===== config.mk =====
export PLATFORM = sky130hd
export DESIGN_NAME = pwsd_top
export DESIGN_NICKNAME = d
export VERILOG_FILES = /design/src/hw/pwsd_pkg.sv /design/src/hw/pwsd_deadband.sv /design/src/hw/pwsd_top.sv
export VERILOG_INCLUDE_DIRS = /design/src /design/src/hw
export SDC_FILE = /design/constraint.sdc
export NUM_CORES = 1
export LEC_CHECK = 0
export BUFFER_PORTS_ARGS = -buffer_cell sky130_fd_sc_hd__buf_2
export CORE_MARGIN = 3
export CORE_UTILIZATION = 45
export CTS_CLUSTER_SIZE = 8
export DETAILED_ROUTE_END_ITERATION = 16
export PLACE_DENSITY = 0.72
export SLEW_MARGIN = 20
export SYNTH_ARGS = -nofsm -noshare
export SYNTH_HDL_FRONTEND = slang
export SYNTH_SLANG_ARGS = --single-unit
export TNS_END_PERCENT = 50

===== constraint.sdc =====
create_clock -name clk -period 5.8 [get_ports clk]
set_clock_uncertainty 0.2 [all_clocks]
set_input_delay 0.58 -clock clk [delete_from_list [all_inputs] [get_ports clk]]
set_output_delay 0.58 -clock clk [all_outputs]
set_load 0.1 [all_outputs]

===== src/hw/pwsd_cfg.svh =====
/*
 * constants for the pwm shutdown and dead-band block: register offsets,
 * field positions, reset values and timing counts.
 * assumes a 100 MHz system clock and a 32-bit avalon-mm register bus.
 */
`ifndef PWSD_CFG_SVH
`define PWSD_CFG_SVH

// ----------------------------------------------------------------------
// register byte offsets
// ----------------------------------------------------------------------
`define PWSD_OFS_SHUTDOWN   4'h0
`define PWSD_OFS_PWMCTRL    4'h4
`define PWSD_OFS_IRQSTAT    4'h8
`define PWSD_OFS_IRQEN      4'hc
`define PWSD_OFS_IRQCLR     4'h0
`define PWSD_OFS_IRQCLR_HI  1'b1

// ----------------------------------------------------------------------
// shutdown control fields
// ----------------------------------------------------------------------
`define PWSD_EVT_BIT        7
`define PWSD_SRC_HI         6
`define PWSD_SRC_LO         4
`define PWSD_SSA_HI         3
`define PWSD_SSA_LO         2
`define PWSD_SSB_HI         1
`define PWSD_SSB_LO         0
`define PWSD_SHUTDOWN_RST   8'h00

// ----------------------------------------------------------------------
// enhanced pwm control fields
// ----------------------------------------------------------------------
`define PWSD_RESTART_BIT    7
`define PWSD_DELAY_HI       6
`define PWSD_PWMCTRL_RST    8'h00

// ----------------------------------------------------------------------
// timing: one delay step is four oscillator periods
// ----------------------------------------------------------------------
`define PWSD_TOSC_NS        10
`define PWSD_CLK_NS         10
`define PWSD_STEP_TOSC      4
`define PWSD_STEP_CYC       ((`PWSD_STEP_TOSC*`PWSD_TOSC_NS)/`PWSD_CLK_NS)

`endif


===== src/hw/pwsd_pkg.sv =====
/*
 * types shared by the pwm shutdown and dead-band block.
 * assumes nothing beyond a systemverilog compiler.
 */
package pwsd_pkg;

  // ----------------------------------------------------------------------
  // pin drive for one output
  // ----------------------------------------------------------------------
  typedef struct packed {
    logic out;
    logic oe;
  } pwsd_pin_s;

  // ----------------------------------------------------------------------
  // avalon-mm request
  // ----------------------------------------------------------------------
  typedef struct packed {
    logic [3:0]  address;
    logic        read;
    logic        write;
    logic [31:0] writedata;
  } pwsd_avreq_s;

  typedef enum logic [1:0] {
    PWSD_IDLE,
    PWSD_ANSWER
  } pwsd_bus_e;

endpackage : pwsd_pkg


===== src/hw/pwsd_deadband.sv =====
/*
 * dead-band delay for one pwm output: rising edges are delayed by a
 * programmable count of steps, falling edges pass at once.
 * assumes a one-cycle step enable from the parent.
 */
`timescale 1ns/10ps
`include "pwsd_cfg.svh"

module pwsd_deadband #(
  parameter int DW = 7
) (
  // clock and reset
  input  wire logic          clk,
  input  wire logic          reset,
  // control
  input  wire logic          stepEn,
  input  wire logic [DW-1:0] delayCount,
  // data
  input  wire logic          rawIn,
  output      logic          delayedOut
);

  logic [DW-1:0] cnt_q;
  logic          prev_q;

  always_ff @(posedge clk or posedge reset) begin
    if (reset) begin
      cnt_q      <= '0;
      prev_q     <= 1'b0;
      delayedOut <= 1'b0;
    end else begin
      prev_q <= rawIn;
      if (!rawIn) begin
        delayedOut <= 1'b0;
        cnt_q      <= '0;
      end else if (!prev_q) begin
        cnt_q      <= delayCount;
        delayedOut <= (delayCount == '0);
      end else if (!delayedOut) begin
        if (cnt_q == '0) begin
          delayedOut <= 1'b1;
        end else if (stepEn) begin
          cnt_q <= cnt_q - 1'b1;
        end
      end
    end
  end

endmodule : pwsd_deadband


===== src/hw/pwsd_top.sv =====
/*
 * auto-shutdown, auto-restart and dead-band logic for a half-bridge pwm
 * pair, with an avalon-mm register slave and one level interrupt.
 * assumes the pwm timebase supplies raw a (b is taken as its inverse) and a period-start pulse,
 * and all inputs are synchronous to clk.
 */
// Decided for this implementation: the Avalon-MM interface to the registers and the placing of the registers.
`timescale 1ns/10ps
`include "pwsd_cfg.svh"

module pwsd_top #(
  parameter int DELAY_W = 7
) (
  // clock and reset
  input  wire logic        clk,
  input  wire logic        reset,
  // avalon-mm slave
  input  wire logic [3:0]  avsAddress,
  input  wire logic        avsRead,
  input  wire logic        avsWrite,
  input  wire logic [31:0] avsWritedata,
  output      logic [31:0] avsReaddata,
  output      logic        avsWaitrequest,
  // pwm timebase
  input  wire logic        pwmRawA,
  input  wire logic        pwmPeriodStart,
  // shutdown sources
  input  wire logic        eventPin_n,
  input  wire logic        comparatorOut,
  // output pins
  output      logic        pwmOutputA,
  output      logic        pwmOutputAOe,
  output      logic        pwmOutputB,
  output      logic        pwmOutputBOe,
  // interrupt
  output      logic        irq
);

  // ----------------------------------------------------------------------
  // registers
  // ----------------------------------------------------------------------
  logic       evtFlag_q;
  logic [2:0] srcSel_q;
  logic [1:0] stateA_q;
  logic [1:0] stateB_q;
  logic       autoRestart_q;
  logic [DELAY_W-1:0] delayCnt_q;
  logic       running_q;
  logic [1:0] irqStat_q;
  logic [1:0] irqEn_q;
  logic [1:0] stepCnt_q;
  logic       stepEn;
  logic       condition;
  logic       wrShutdown;
  logic       wrCtrl;
  logic       wrEvt1;
  logic       evtRise;
  logic       evtFall;
  logic       dbA;
  logic       dbB;
  pwsd_pkg::pwsd_bus_e  busState_q;
  pwsd_pkg::pwsd_avreq_s req;

  assign req = '{address: avsAddress, read: avsRead, write: avsWrite,
                 writedata: avsWritedata};

  // ----------------------------------------------------------------------
  // shutdown condition
  // ----------------------------------------------------------------------
  // level sources
  assign condition = (srcSel_q[0] & comparatorOut) |
                     (srcSel_q[2] & ~eventPin_n);

  assign wrShutdown = busState_q == pwsd_pkg::PWSD_ANSWER && req.write &&
                      req.address == `PWSD_OFS_SHUTDOWN;
  assign wrCtrl     = busState_q == pwsd_pkg::PWSD_ANSWER && req.write &&
                      req.address == `PWSD_OFS_PWMCTRL;
  assign wrEvt1     = wrShutdown && req.writedata[`PWSD_EVT_BIT];

  // ----------------------------------------------------------------------
  // event flag
  // ----------------------------------------------------------------------
  always_ff @(posedge clk or posedge reset) begin
    if (reset) begin
      evtFlag_q <= 1'b0;
    end else if (condition) begin
      evtFlag_q <= 1'b1;
    end else if (wrShutdown) begin
      evtFlag_q <= req.writedata[`PWSD_EVT_BIT];
    end else if (autoRestart_q) begin
      evtFlag_q <= 1'b0;
    end
  end

  // ----------------------------------------------------------------------
  // configuration fields
  // ----------------------------------------------------------------------
  // field layout
  always_ff @(posedge clk or posedge reset) begin
    if (reset) begin
      srcSel_q <= 3'h0;
      stateA_q <= 2'h0;
      stateB_q <= 2'h0;
    end else if (wrShutdown) begin
      srcSel_q <= req.writedata[`PWSD_SRC_HI:`PWSD_SRC_LO];
      stateA_q <= req.writedata[`PWSD_SSA_HI:`PWSD_SSA_LO];
      stateB_q <= req.writedata[`PWSD_SSB_HI:`PWSD_SSB_LO];
    end
  end

  always_ff @(posedge clk or posedge reset) begin
    if (reset) begin
      autoRestart_q <= 1'b0;
      delayCnt_q    <= '0;
    end else if (wrCtrl) begin
      autoRestart_q <= req.writedata[`PWSD_RESTART_BIT];
      delayCnt_q    <= req.writedata[DELAY_W-1:0];
    end
  end

  // ----------------------------------------------------------------------
  // restart gating
  // ----------------------------------------------------------------------
  // next period start
  always_ff @(posedge clk or posedge reset) begin
    if (reset) begin
      running_q <= 1'b0;
    end else if (evtFlag_q || condition || wrEvt1) begin
      running_q <= 1'b0;
    end else if (pwmPeriodStart) begin
      running_q <= 1'b1;
    end
  end

  // ----------------------------------------------------------------------
  // dead-band step divider
  // ----------------------------------------------------------------------
  // four-tosc step
  always_ff @(posedge clk or posedge reset) begin
    if (reset) begin
      stepCnt_q <= 2'h0;
    end else if (stepCnt_q == 2'(`PWSD_STEP_CYC - 1)) begin
      stepCnt_q <= 2'h0;
    end else begin
      stepCnt_q <= stepCnt_q + 2'h1;
    end
  end
  assign stepEn = stepCnt_q == 2'(`PWSD_STEP_CYC - 1);

  pwsd_deadband #(.DW(DELAY_W)) u_dbA (
    .clk        (clk),
    .reset      (reset),
    .stepEn     (stepEn),
    .delayCount (delayCnt_q),
    .rawIn      (pwmRawA),
    .delayedOut (dbA)
  );

  pwsd_deadband #(.DW(DELAY_W)) u_dbB (
    .clk        (clk),
    .reset      (reset),
    .stepEn     (stepEn),
    .delayCount (delayCnt_q),
    .rawIn      (~pwmRawA),
    .delayedOut (dbB)
  );

  // ----------------------------------------------------------------------
  // output pins
  // ----------------------------------------------------------------------
  // shutdown takes effect on the next edge from the live condition, so
  // the one-flop output rule costs a single cycle, not a flag round trip
  always_ff @(posedge clk or posedge reset) begin
    if (reset) begin
      pwmOutputA   <= 1'b0;
      pwmOutputAOe <= 1'b0;
      pwmOutputB   <= 1'b0;
      pwmOutputBOe <= 1'b0;
    end else if (running_q && !condition && !evtFlag_q && !wrEvt1) begin
      pwmOutputA   <= dbA;
      pwmOutputAOe <= 1'b1;
      pwmOutputB   <= dbB;
      pwmOutputBOe <= 1'b1;
    end else begin
      pwmOutputA   <= stateA_q == 2'h1;
      pwmOutputAOe <= ~stateA_q[1];
      pwmOutputB   <= stateB_q == 2'h1;
      pwmOutputBOe <= ~stateB_q[1];
    end
  end

  // ----------------------------------------------------------------------
  // interrupts: bit 0 shutdown entered, bit 1 shutdown released
  // ----------------------------------------------------------------------
  logic evtPrev_q;
  always_ff @(posedge clk or posedge reset) begin
    if (reset) begin
      evtPrev_q <= 1'b0;
    end else begin
      evtPrev_q <= evtFlag_q;
    end
  end
  assign evtRise = evtFlag_q & ~evtPrev_q;
  assign evtFall = ~evtFlag_q & evtPrev_q;

  // set wins over a clear landing in the same cycle
  always_ff @(posedge clk or posedge reset) begin
    if (reset) begin
      irqStat_q <= 2'h0;
    end else begin
      for (int i = 0; i < 2; i++) begin
        if ((i == 0) ? evtRise : evtFall) begin
          irqStat_q[i] <= 1'b1;
        end else if (busState_q == pwsd_pkg::PWSD_ANSWER && req.write &&
                     req.address == `PWSD_OFS_IRQSTAT &&
                     req.writedata[i]) begin
          irqStat_q[i] <= 1'b0;
        end
      end
    end
  end

  always_ff @(posedge clk or posedge reset) begin
    if (reset) begin
      irqEn_q <= 2'h0;
    end else if (busState_q == pwsd_pkg::PWSD_ANSWER && req.write &&
                 req.address == `PWSD_OFS_IRQEN) begin
      irqEn_q <= req.writedata[1:0];
    end
  end

  always_ff @(posedge clk or posedge reset) begin
    if (reset) begin
      irq <= 1'b0;
    end else begin
      irq <= |(irqStat_q & irqEn_q);
    end
  end

  // ----------------------------------------------------------------------
  // avalon-mm slave: one wait cycle, answer on the second edge
  // ----------------------------------------------------------------------
  always_ff @(posedge clk or posedge reset) begin
    if (reset) begin
      busState_q <= pwsd_pkg::PWSD_IDLE;
    end else begin
      case (busState_q)
        pwsd_pkg::PWSD_IDLE: begin
          if (req.read || req.write) begin
            busState_q <= pwsd_pkg::PWSD_ANSWER;
          end
        end
        default: begin
          busState_q <= pwsd_pkg::PWSD_IDLE;
        end
      endcase
    end
  end

  always_ff @(posedge clk or posedge reset) begin
    if (reset) begin
      avsWaitrequest <= 1'b1;
    end else begin
      avsWaitrequest <= !(busState_q == pwsd_pkg::PWSD_IDLE &&
                          (req.read || req.write));
    end
  end

  always_ff @(posedge clk or posedge reset) begin
    if (reset) begin
      avsReaddata <= 32'h0;
    end else if (busState_q == pwsd_pkg::PWSD_IDLE && req.read) begin
      if (req.address == `PWSD_OFS_SHUTDOWN) begin
        avsReaddata <= {24'h0, evtFlag_q, srcSel_q, stateA_q, stateB_q};
      end else if (req.address == `PWSD_OFS_PWMCTRL) begin
        avsReaddata <= {24'h0, autoRestart_q, 7'(delayCnt_q)};
      end else if (req.address == `PWSD_OFS_IRQSTAT) begin
        avsReaddata <= {30'h0, irqStat_q};
      end else if (req.address == `PWSD_OFS_IRQEN) begin
        avsReaddata <= {30'h0, irqEn_q};
      end else begin
        avsReaddata <= 32'h0;
      end
    end
  end

endmodule : pwsd_top


---- Word-level counts from Yosys, hierarchy flattened ----
Cells that the tools add are included.
cells by class
  reduce and logical (&&, ||, !) cells .... 32
  bitwise gates (word level) .............. 12
  multiplexer cells ....................... 38
  $add $sub $neg .......................... 3
  equal/unequal tests ..................... 14
operators with widths
  cell                   number
  $mux W7                10
  $logic_not A7 Y1       3
  $mux W1                21
  $ne A3 B3 Y1 const B   6
  $mux W8                2
  $sub A7 B1 Y7 const B  2
  $logic_and A1 B1 Y1    13
  $mux W2                5
  $eq A4 B4 Y1 const B   2
  $eq A2 B1 Y1 const B   3
  $not A1 Y1             6
  $reduce_and A3 Y1      2
  $reduce_bool A2 Y1     3
  $and A1 B1 Y1          4
  $eq A4 B3 Y1 const B   1
  $logic_not A1 Y1       4
  $logic_not A4 Y1       1
  $logic_or A1 B1 Y1     3
  $reduce_bool A3 Y1     1
  $add A2 B1 Y2 const B  1
  $and A2 B2 Y2          1
  $eq A2 B2 Y1 const B   1
  $logic_not A2 Y1       1
  $ne A2 B2 Y1 const B   1
  2 further kinds        2
storage, ports and cells
  output and inout bits ................... 38
  logic and storage cells ................. 125
  input port bits ......................... 44
  register bits after elaboration ......... 82

---- Longest topological paths before layout ----
Gate-level depths: netlist of the first run.
  depth in word-level cells ............... 8
  depth in mapped cells ................... 6
  gate-level depth less buffers ........... 6

---- Modules after synthesis ----
From an unflattened synthesis of the first run, not the netlist that was laid out.
unflattened totals
  cell total of the unflattened synthesis .. 271
  area, all modules ....................... 2899.0 sq um
by module, submodules not included
  module         cells an instance  seq. area each (sq um)  area an instance (sq um)  instances
  pwsd_top       155                977.2                   1805.5                    1
  pwsd_deadband  58                 225.2                   546.8                     2

---- Worst setup path after synthesis of the first run ----
OpenSTA, ideal clock, no wires.
  path kind ............................... input port to flip-flop
  from .................................... input port avsAddress[1]
  to ...................................... register pwmOutputA
  required time ........................... 5.475 ns
  arrival time ............................ 1.691 ns
  setup slack ............................. 3.784 ns
  stages on the path ...................... 4
  buffers on the path ..................... 0
  library setup time ...................... 0.125 ns
  cells stage by stage .................... nor4_4 > nand3_1 > nand4_1 > mux2_2
between the ends
  cells in the longest elaborated chain, start to end .. 6
RTL lines
  element                        line             RTL
  start, declared                pwsd_top.sv:18   input wire logic [3:0] avsAddress,
  $logic_not A4 Y1 (no line)     n/a
  $logic_and A1 B1 Y1 (no line)  n/a
  $logic_and A1 B1 Y1            pwsd_top.sv:78   assign wrEvt1 = wrShutdown && req.writedata[`PWSD_EVT_BIT];
  $logic_not A1 Y1               pwsd_top.sv:179  end else if (running_q && !condition && !evtFlag_q && !wrEvt1) begin
  $logic_and A1 B1 Y1            pwsd_top.sv:179
  $mux W1                        pwsd_top.sv:179
  end signal, assigned           pwsd_top.sv:175  pwmOutputA <= 1'b0;
  end signal, assigned           pwsd_top.sv:180  pwmOutputA <= dbA;
  end signal, assigned           pwsd_top.sv:185  pwmOutputA <= stateA_q == 2'h1;
  end, declared                  pwsd_top.sv:31   output logic pwmOutputA,
No other way between the ends.
A chain may end at the register's enable or synchronous reset.

---- Worst setup path after layout of the first run ----
  from .................................... register stepCnt_q[0]
  to ...................................... register u_dbB.cnt_q[5]
between the ends
  cells in the longest elaborated chain, start to end .. 3
RTL lines
  element                      line                 RTL
  start, declared              pwsd_top.sv:51       logic [1:0] stepCnt_q;
  start signal, assigned       pwsd_top.sv:145      stepCnt_q <= stepCnt_q + 2'h1;
  $eq A2 B2 Y1                 pwsd_top.sv:148      assign stepEn = stepCnt_q == 2'(`PWSD_STEP_CYC - 1);
  $ne A3 B3 Y1 (no line)       n/a
  $reduce_and A3 Y1 (no line)  n/a
  end signal, assigned         pwsd_deadband.sv:37  cnt_q <= delayCount;
  end signal, assigned         pwsd_deadband.sv:43  cnt_q <= cnt_q - 1'b1;
  end, declared                pwsd_deadband.sv:23  logic [DW-1:0] cnt_q;
No other way between the ends.

==> results of run 1 <==
==> power groups by stage <==
| stage | Combinational [mW] | Sequential [mW] | Clock [mW] |
|---|---|---|---|
| finish | 0.328 | 0.516 | 0.394 |
| global route | 0.350 | 0.525 | 0.427 |
| CTS | 0.331 | 0.517 | 0.405 |
| detailed placement | 0.330 | 0.523 | 0 |
| global placement | 0.326 | 0.521 | 0 |
| floorplan | 0.189 | 0.610 | 0 |
==> layout make-up <==
type / count / area [um^2]
multi-input cells: 179 / 1201
fillers: 563 / 2806
repair buffers: 34 / 172.7
clock inverters: 5 / 81.33
well taps: 75 / 93.84
flip-flops and latches: 57 / 1428
clock buffers: 10 / 127.6
inverters: 12 / 45.04
==> sequential cells by signal, summed over array words and instances, names as in the netlist, 2 cells and up <==
register / count
avsReaddata: 8
delayCnt_q: 7
irqEn_q: 2
irqStat_q: 2
srcSel_q: 3
stateA_q: 2
stateB_q: 2
stepCnt_q: 2
u_dbA.cnt_q: 7
u_dbB.cnt_q: 7
==> metal layers <==
layer / GRT usage (%) / share of wire, % / up-vias
met5: 0 / 0 / -
met1: 21.14 / 44 / 952
met3: 5.825 / 5.4 / 13
met2: 25.27 / 49 / 53
met4: 7.338 / 2.1 / 0
li1: - / - / 946
==> worst paths after layout <==
| kind | from | to | cells after the start |
|---|---|---|---|
| min in group clk | evtFlag_q | evtPrev_q | 0 |
| setup / recovery | stepCnt_q[0] | u_dbB.cnt_q[5] | 4 |
| hold / removal | reset | irqEn_q[1] | 3 |
| setup reg to reg | stepCnt_q[0] | u_dbB.cnt_q[5] | 4 |
| hold reg to reg | evtFlag_q | evtPrev_q | 0 |
| max in group asynchronous | reset | u_dbA.cnt_q[5] | 3 |
==> tightest hold or removal path, stage by stage <==
cell and delay, ns:
buf_2 0.10, inv_2 0.03, buf_4 0.55
==> cells in the final DEF, fill, tap and decap left out, drive strengths merged, types with 12 or more instances in the layout <==
cell	Yosys	final
dfrtp	56	56
buf	27	34
conb	1	24
mux2	22	22
o21ai	15	15
nor2	14	14
a21oi	12	12
nand2	12	12
inv	12	12
==> logic make-up after synthesis <==
group / after synthesis / synth area share [%]
xor+xnor: 4 / 1.253
mux: 23 / 9.217
buf+inv: 43 / 9.082
fa+ha+maj: 3 / 1.342
compound gates: 60 / 14.41
simple gates: 65 / 13.51
other cells: 1 / 0.1341
flops: 57 / 51.05
==> results.tsv, run 1 <==
stage	metric	value	unit
critical_path	crit_chain	ha_1, or4b_1, or4_1, a311oi_1	
power_and_ir_drop	power	1.238	mW
grt	grtUsageTotal	16.48	%
sta	worstMarginPinSlew	0.7050	ns
finish	drive_gt1_share	25.93	%
detailed_routing	postRouteAntennaNets	0	
synth	syn_inst	256	
critical_path	r2r_slack	3.68	ns
critical_path	cp_top_family	simple AND/OR/NAND/NOR gates	
clocking	postCtsSetupBuffers	0	
power_and_ir_drop	p_clk_share	31.8	%
sta	period_share	36.47	%
clocking	cts_resized	0	
synth	synth_area	0.002796	mm^2
grt	grt_max_degree	58	
place	post-place-ws	3.344	ns
flow_run	drv_cap	0	
clocking	cts_sinks	57	
floorplanning	initial_core_util	46.95	%
synth	yosysTopAreaCell	dfrtp_1	
clocking	clock_latency	0.34	ns
finish	finish.utilization	52.88	%
clocking	h-tree-depth	3	
synth	synth-edff-count	0	
synth	syn_area_per_cell	10.92	um^2
floorplanning	core_area	0.005956	mm^2
floorplanning	dieArea	0.007196	mm^2
synth	synth-seq-cells	57	
power_and_ir_drop	swShare	37.26	%
place	place_congestion	0.8278	
detailed_routing	first_iter_violations	96	
critical_path	critical_path.max_fanout	7	
sta	fmax	472.7	MHz
floorplanning	core.rowCount	28	
critical_path	slowest_delay	0.51	ns
grt	grt_pass1_vias	1856	
power_and_ir_drop	max-vdd-ir-drop	274.0	uV
sta	slew_violations	0	
critical_path	crit_required	5.84	ns
place	port_buffers	33	
floorplanning	ioPinCount	82	
finish	nNetsFinal	340	
clocking	clk_pin_slew	0.07	ns
detailed_routing	wl	5455	um
sta	setup_viol	0	
synth	ys_warn_count	0	
floorplanning	die_width	84.83	um
clocking	max-clock-path-buffers	2	
sta	finalSetupTns	0	ns
finish	antenna_cells	0	
power_and_ir_drop	p_switching	461.5	uW
finish	final_cells	372	
synth	yosys-top-cells-count	56 x dfrtp_1, 24 x buf_4, 22 x mux2_2, 15 x o21ai_0, 14 x nor2_1	
critical_path	crit_arrival	2.16	ns
synth	synth_area_leaders	dfrtp_1 50%, mux2_2 8.9%, buf_4 6.4%	
sta	whs	0.2177	ns
detailed_routing	vias	1964	
power_and_ir_drop	intPower	776.9	uW
power_and_ir_drop	pwr-share-seq	41.7	%
grt	grt_pass1_wl	9039	um
critical_path	cp-end-kind	flip-flop	
clocking	cts_root_buf	clkbuf_8	
grt	overflow	0	
sta	period_minus_slack	2.115	ns
critical_path	start_kind	flip-flop	
detailed_routing	drc	0	
sta	rsz0062_at_grt	false	
synth	synth_most_common_cell	dfrtp_1	
sta	final-hold-violation-count	0	
floorplanning	floorplan.die.height	84.83	um
synth	synthFlopType	dfrtp_1	
detailed_routing	dr.pass1.iters	4	
place	dp_cells	357	
finish	fin_area	0.003149	mm^2
critical_path	path_class	reg2reg	
critical_path	cp_slowest_cell	or4b_1	
synth	yosysUniqueCellTypes	49	
power_and_ir_drop	p_per_area	393.2	mW/mm^2
hold_path	hold_class	in2async	
sta	relSlewSlack	53.00	%
critical_path	crit_buf_inv	0	
clocking	cts_buffers	9	
synth	yosys.area.top_type_share	50.11	%
status	status	finished, final reports clean	
synth	seq_area_frac_synth	51.05	%
synth	ys_async_sr_fraction	100.0	%
place	dp_hpwl	3836	um
clocking	cts_hold_buffers	0	
finish	syn_to_final_growth	12.62	%
grt	antenna_found_initial	0	
detailed_routing	vias_per_cell	5.280	
power_and_ir_drop	p_leak	1.423	nW
clocking	cts_tree	yes	
power_and_ir_drop	combPwrFrac	26.5	%
detailed_routing	route.detailed.wl_per_inst	14.66	um
place	placed_cell_area	0.002940	mm^2
sta	worst_slack	3.685	ns
Power figures use the tool's default switching activity.
==> run 2: changes to the inputs <==
--- a/config.mk
+++ b/config.mk
@@ -11,7 +11,7 @@
 export CORE_UTILIZATION = 45
 export CTS_CLUSTER_SIZE = 8
 export DETAILED_ROUTE_END_ITERATION = 16
-export PLACE_DENSITY = 0.72
+export PLACE_DENSITY = 0.75
 export SLEW_MARGIN = 20
 export SYNTH_ARGS = -nofsm -noshare
 export SYNTH_HDL_FRONTEND = slang
==> constraint.sdc (replaced) <==
create_clock -name clk -period 1.75 [get_ports clk]
set_clock_uncertainty 0.2 [all_clocks]
set_input_delay 0.175 -clock clk [delete_from_list [all_inputs] [get_ports clk]]
set_output_delay 0.175 -clock clk [all_outputs]
set_load 0.1 [all_outputs]
==> results.tsv, run 2 (synthesized netlist as in run 1, its figures left out) <==
stage	metric	value	unit
sta	worst_slack	-0.1854	ns
detailed_routing	dr.pass1.iters	4	
detailed_routing	vias	2196	
floorplanning	dieArea	0.007196	mm^2
clocking	cts_tree	yes	
finish	regMostFlops	avsReaddata	
finish	regArea	0.001428	mm^2
sta	final-hold-violation-count	0	
sta	slew_violations	0	
detailed_routing	routed.top_layer	met4	
detailed_routing	wl_met2	3249	um
critical_path	crit_arrival	1.98	ns
grt	grt_pass1_vias	2208	
detailed_routing	drt-met1-wl	2821	um
detailed_routing	postRouteAntennaNets	0	
critical_path	cp_top_family	simple AND/OR/NAND/NOR gates	
sta	period_minus_slack	1.935	ns
status	failed_checks	setup timing	
finish	drive_gt1_share	39.53	%
grt	grt_max_degree	58	
critical_path	cp.depth	4	
finish	multi_input_area	0.001360	mm^2
clocking	cts_sinks	57	
grt	grt_pass1_wl	10470	um
finish	largest_reg_flops	8	
clocking	cts_root_buf	clkbuf_8	
floorplanning	core.rowCount	28	
critical_path	cp_slowest_cell	or4b_4	
critical_path	r2r_slack	-0.19	ns
sta	relSlewSlack	65.64	%
grt	antenna_found_initial	0	
detailed_routing	vias_per_cell	5.241	
sta	period_share	110.6	%
critical_path	crit_required	1.79	ns
floorplanning	core_area	0.005956	mm^2
finish	final_cells	419	
floorplanning	initial_core_util	46.95	%
grt	overflow	0	
clocking	max-clock-path-buffers	2	
place	place_congestion	0.8674	
sta	worstMarginPinSlew	0.5154	ns
power_and_ir_drop	max-vdd-ir-drop	640.9	uV
clocking	h-tree-depth	3	
detailed_routing	route.detailed.wl_per_inst	15.31	um
grt	grtUsageTotal	18.65	%
hold_path	hold_class	in2reg	
clocking	cts_buffers	9	
critical_path	crit_buf_inv	0	
flow_run	drv_cap	0	
critical_path	path_class	reg2reg	
power_and_ir_drop	p_per_area	1149	mW/mm^2
finish	layout_common_cells	56 x dfrtp_1, 33 x buf_2, 31 x buf_4	
place	placed_cell_area	0.003179	mm^2
clocking	clock_latency	0.33	ns
critical_path	crit_chain	ha_4, or4b_4, or4_1, a311oi_2	
critical_path	start_kind	flip-flop	
sta	rsz0062_at_grt	true	
finish	fin_area	0.003687	mm^2
power_and_ir_drop	p_leak	1.682	nW
critical_path	slowest_delay	0.45	ns
finish	fill_cells	475	
hold_path	holdPathStages	3	
detailed_routing	first_iter_violations	90	
finish	antenna_cells	0	
finish	final_common_cell	dfrtp_1	
floorplanning	floorplan.die.height	84.83	um
clocking	clk_pin_slew	0.07	ns
place	port_buffers	33	
sta	setup_viol	11	
finish	nNetsFinal	386	
sta	finalSetupTns	-0.7962	ns
critical_path	critical_path.max_fanout	2	
status	status	finished, violations left	
critical_path	cp-end-kind	flip-flop	
critical_path	worstRegToRegCells	4	
floorplanning	ioPinCount	82	
finish	syn_to_final_growth	31.86	%
floorplanning	die_width	84.83	um
detailed_routing	dr_wl_met3	271	um
sta	fmax	516.7	MHz
detailed_routing	wl	6414	um
place	dp_hpwl	4262	um
detailed_routing	drc	0	
place	dp_cells	385	
-- run 2: repair_timing --
item,4_1_cts,5_1_grt
gates resized for setup,16,18
buffers inserted,4,2
gates cloned,0,0
pin swaps,9,9
hold buffers,13,0
endpoints found under the hold margin,80,0
endpoints found under the setup margin,12,24
-- run 2: power by group --
group	leakage, nW	internal (mW)	switching (mW)
sequential	0.724	1.52	0.152
clock	0.0998	0.649	0.522
combinational	0.859	0.423	0.964
total	1.68	2.60	1.64
-- run 2: metal layers --
layer	GRT usage, %	up-vias
met5	0	-
met4	5.468	0
met3	5.631	8
met2	30.89	58
met1	23.72	1085
li1	-	1045
-- run 2: worst register-to-register path: cells and delay by family (launching register included) --
kind | cells | cell delay (ns)
flops | 1 | 0.38
compound gates | 1 | 0.24
fa+ha+maj | 1 | 0.13
simple gates | 2 | 0.89
-- run 2: area by class of cell --
class                      instances  area share (%)
clock buffer                      10           3.461
clock inverter                     6           1.595
inverter                          12           1.323
multi-input combinational        179           36.88
sequential                        57           38.72
tap                               75           2.545
timing repair buffer              80           15.47
-- run 2: worst paths after layout --
path / endpoint / startpoint
worst min register to register: evtPrev_q / evtFlag_q
worst max register to register: u_dbB.cnt_q[5] / stepCnt_q[0]
max in group asynchronous: avsWaitrequest / reset
worst min-delay path: irqEn_q[0] / avsAddress[3]
min in group asynchronous: u_dbB.cnt_q[2] / reset
worst max-delay path: u_dbB.cnt_q[5] / stepCnt_q[0]
-- run 2: per-stage QoR --
| stage | power (mW) | utilization [%] | hold WS, ns | worst slack [ns] |
|---|---|---|---|---|
| after floorplan | 2.647 | - | 0.006430 | -0.1493 |
| after global routing | 4.425 | 61.91 | 0.09510 | -0.2525 |
| final | 4.235 | 61.91 | 0.1011 | -0.1854 |
| after global placement | 2.931 | 53.38 | 0.07071 | -0.1674 |
| after CTS | 4.214 | 60.46 | 0.08385 | -0.1909 |
| after detailed placement | 2.955 | 53.38 | 0.07824 | -0.1777 |
==> run 3: changes to the inputs <==
==> constraint.sdc (replaced) <==
create_clock -name clk -period 1.6 [get_ports clk]
set_clock_uncertainty 0.2 [all_clocks]
set_input_delay 0.16 -clock clk [delete_from_list [all_inputs] [get_ports clk]]
set_output_delay 0.16 -clock clk [all_outputs]
set_load 0.1 [all_outputs]
==> results.tsv, run 3 (synthesized netlist as in run 1, its figures left out) <==
stage	metric	value	unit
detailed_routing	wl	7241	um
hold_path	hold_class	in2reg	
grt	grtUsageTotal	21.00	%
detailed_routing	vias	2335	
finish	fin_area	0.003973	mm^2
critical_path	crit_required	1.64	ns
critical_path	reg2reg_from	stepCnt_q[0]	
detailed_routing	dr_wl_met3	368	um
grt	antenna_found_initial	0	
finish	antenna_cells	0	
critical_path	start_kind	flip-flop	
critical_path	path_class	reg2reg	
sta	period_minus_slack	1.966	ns
sta	final-hold-violation-count	0	
clocking	clk_pin_slew	0.06	ns
flow_run	drv_cap	0	
status	failed_checks	setup timing	
detailed_routing	drc	0	
power_and_ir_drop	swShare	38.56	%
detailed_routing	route.detailed.wl_per_inst	16.31	um
clocking	cts_buffers	9	
detailed_routing	wl_met2	3600	um
sta	worst_slack	-0.3663	ns
floorplanning	core_area	0.005956	mm^2
clocking	h-tree-depth	3	
finish	regArea	0.001428	mm^2
place	placed_cell_area	0.003373	mm^2
power_and_ir_drop	p_per_area	1206	mW/mm^2
finish	final_cells	444	
critical_path	r2r_end	u_dbB.cnt_q[5]	
sta	rsz0062_at_grt	true	
place	port_buffers	33	
detailed_routing	routed.top_layer	met4	
detailed_routing	first_iter_violations	145	
finish	nNetsFinal	411	
floorplanning	dieArea	0.007196	mm^2
power_and_ir_drop	p_leak	1.827	nW
critical_path	endpoint	u_dbB.cnt_q[5]	
finish	fill_cells	429	
finish	drive_gt1_share	45.80	%
place	place_congestion	0.8634	
status	status	finished, violations left	
critical_path	r2r_slack	-0.37	ns
power_and_ir_drop	power	4.791	mW
clocking	clock_latency	0.35	ns
finish	largest_reg_flops	8	
detailed_routing	vias_per_cell	5.259	
finish	final_common_cell	dfrtp_1	
power_and_ir_drop	p_switching	1.847	mW
detailed_routing	postRouteAntennaNets	0	
detailed_routing	dr.pass1.iters	5	
sta	fmax	508.6	MHz
hold_path	hp-start	comparatorOut	
floorplanning	ioPinCount	82	
sta	period_share	122.9	%
power_and_ir_drop	combPwrFrac	35.9	%
critical_path	critPathLaunch	stepCnt_q[0]	
sta	setup_viol	17	
sta	slew_violations	0	
finish	syn_to_final_growth	42.06	%
clocking	cts_root_buf	clkbuf_8	
grt	grt_pass1_wl	11570	um
grt	grt_pass1_vias	2303	
floorplanning	initial_core_util	46.95	%
power_and_ir_drop	pwr-share-seq	38.3	%
critical_path	worstRegToRegCells	4	
detailed_routing	drt-met1-wl	3099	um
floorplanning	core.rowCount	28	
critical_path	crit_arrival	2.01	ns
power_and_ir_drop	p_clk_share	25.8	%
power_and_ir_drop	max-vdd-ir-drop	869.1	uV
floorplanning	floorplan.die.height	84.83	um
finish	regMostFlops	avsReaddata	
place	dp_hpwl	4771	um
floorplanning	die_width	84.83	um
clocking	max-clock-path-buffers	2	
grt	overflow	0	
critical_path	critical_path.max_fanout	3	
place	dp_cells	406	
clocking	cts_sinks	57	
clocking	cts_tree	yes	
critical_path	cp-end-kind	flip-flop	
sta	whs	0.06116	ns
power_and_ir_drop	intPower	2.944	mW
finish	multi_input_area	0.001434	mm^2
grt	grt_max_degree	40	
finish	layout_common_cells	56 x dfrtp_1, 52 x buf_4, 32 x buf_2	
run 3: power groups by stage:
stage	sequential (mW)	combinational, mW	clock (mW)
CTS	1.82	1.62	1.26
finish	1.83	1.72	1.24
global placement	1.82	1.49	0
floorplan	2.22	0.695	0
detailed placement	1.83	1.52	0
global route	1.87	1.81	1.33
run 3: layout make-up:
cell class	instances	share of cell area, %
clock buffers	16	4.535
inverters	12	1.228
well taps	75	2.362
repair buffers	105	19.84
multi-input cells	179	36.09
flip-flops and latches	57	35.94
run 3: routing by layer:
layer  up-vias  GRT usage [%]
met5         -              0
met4         0          9.496
met3        13          4.078
met2        84          34.02
met1      1137          27.36
li1       1101              -
run 3: stage by stage:
| stage | util [%] | setup TNS (ns) | setup slack (ns) |
|---|---|---|---|
| floorplan | - | -1.254 | -0.2993 |
| global placement | 56.64 | -3.142 | -0.3116 |
| detailed placement | 56.64 | -4.172 | -0.4483 |
| CTS | 64.05 | -2.465 | -0.3623 |
| global route | 66.70 | -4.246 | -0.4105 |
| finish | 66.70 | -2.981 | -0.3663 |
run 3: worst min-delay path by stage:
stage	cells after the start	endpoint	slack (ns)
2_1_floorplan	0	u_dbA.prev_q	-0.009
3_3_place_gp	2	stateB_q[1]	-0.08
3_5_place_dp	2	stateB_q[1]	-0.08
4_1_cts	4	evtFlag_q	0.04
5_1_grt	4	evtFlag_q	0.06
6_report	4	evtFlag_q	0.06
run 3: repair_timing:
action                                  4_1_cts  5_1_grt
resized for setup                            28       21
endpoints found under the hold margin        84        0
endpoints found under the setup margin       16       31
pin swaps                                    16       16
buffers inserted                              2        7
hold buffers                                 13        0
run 3: worst max-delay path, stage by stage, from the launching register on:
cell      delay [ns]
dfrtp_1         0.39
ha_4            0.15
or4b_4          0.47
or4_4           0.43
a311oi_2        0.23
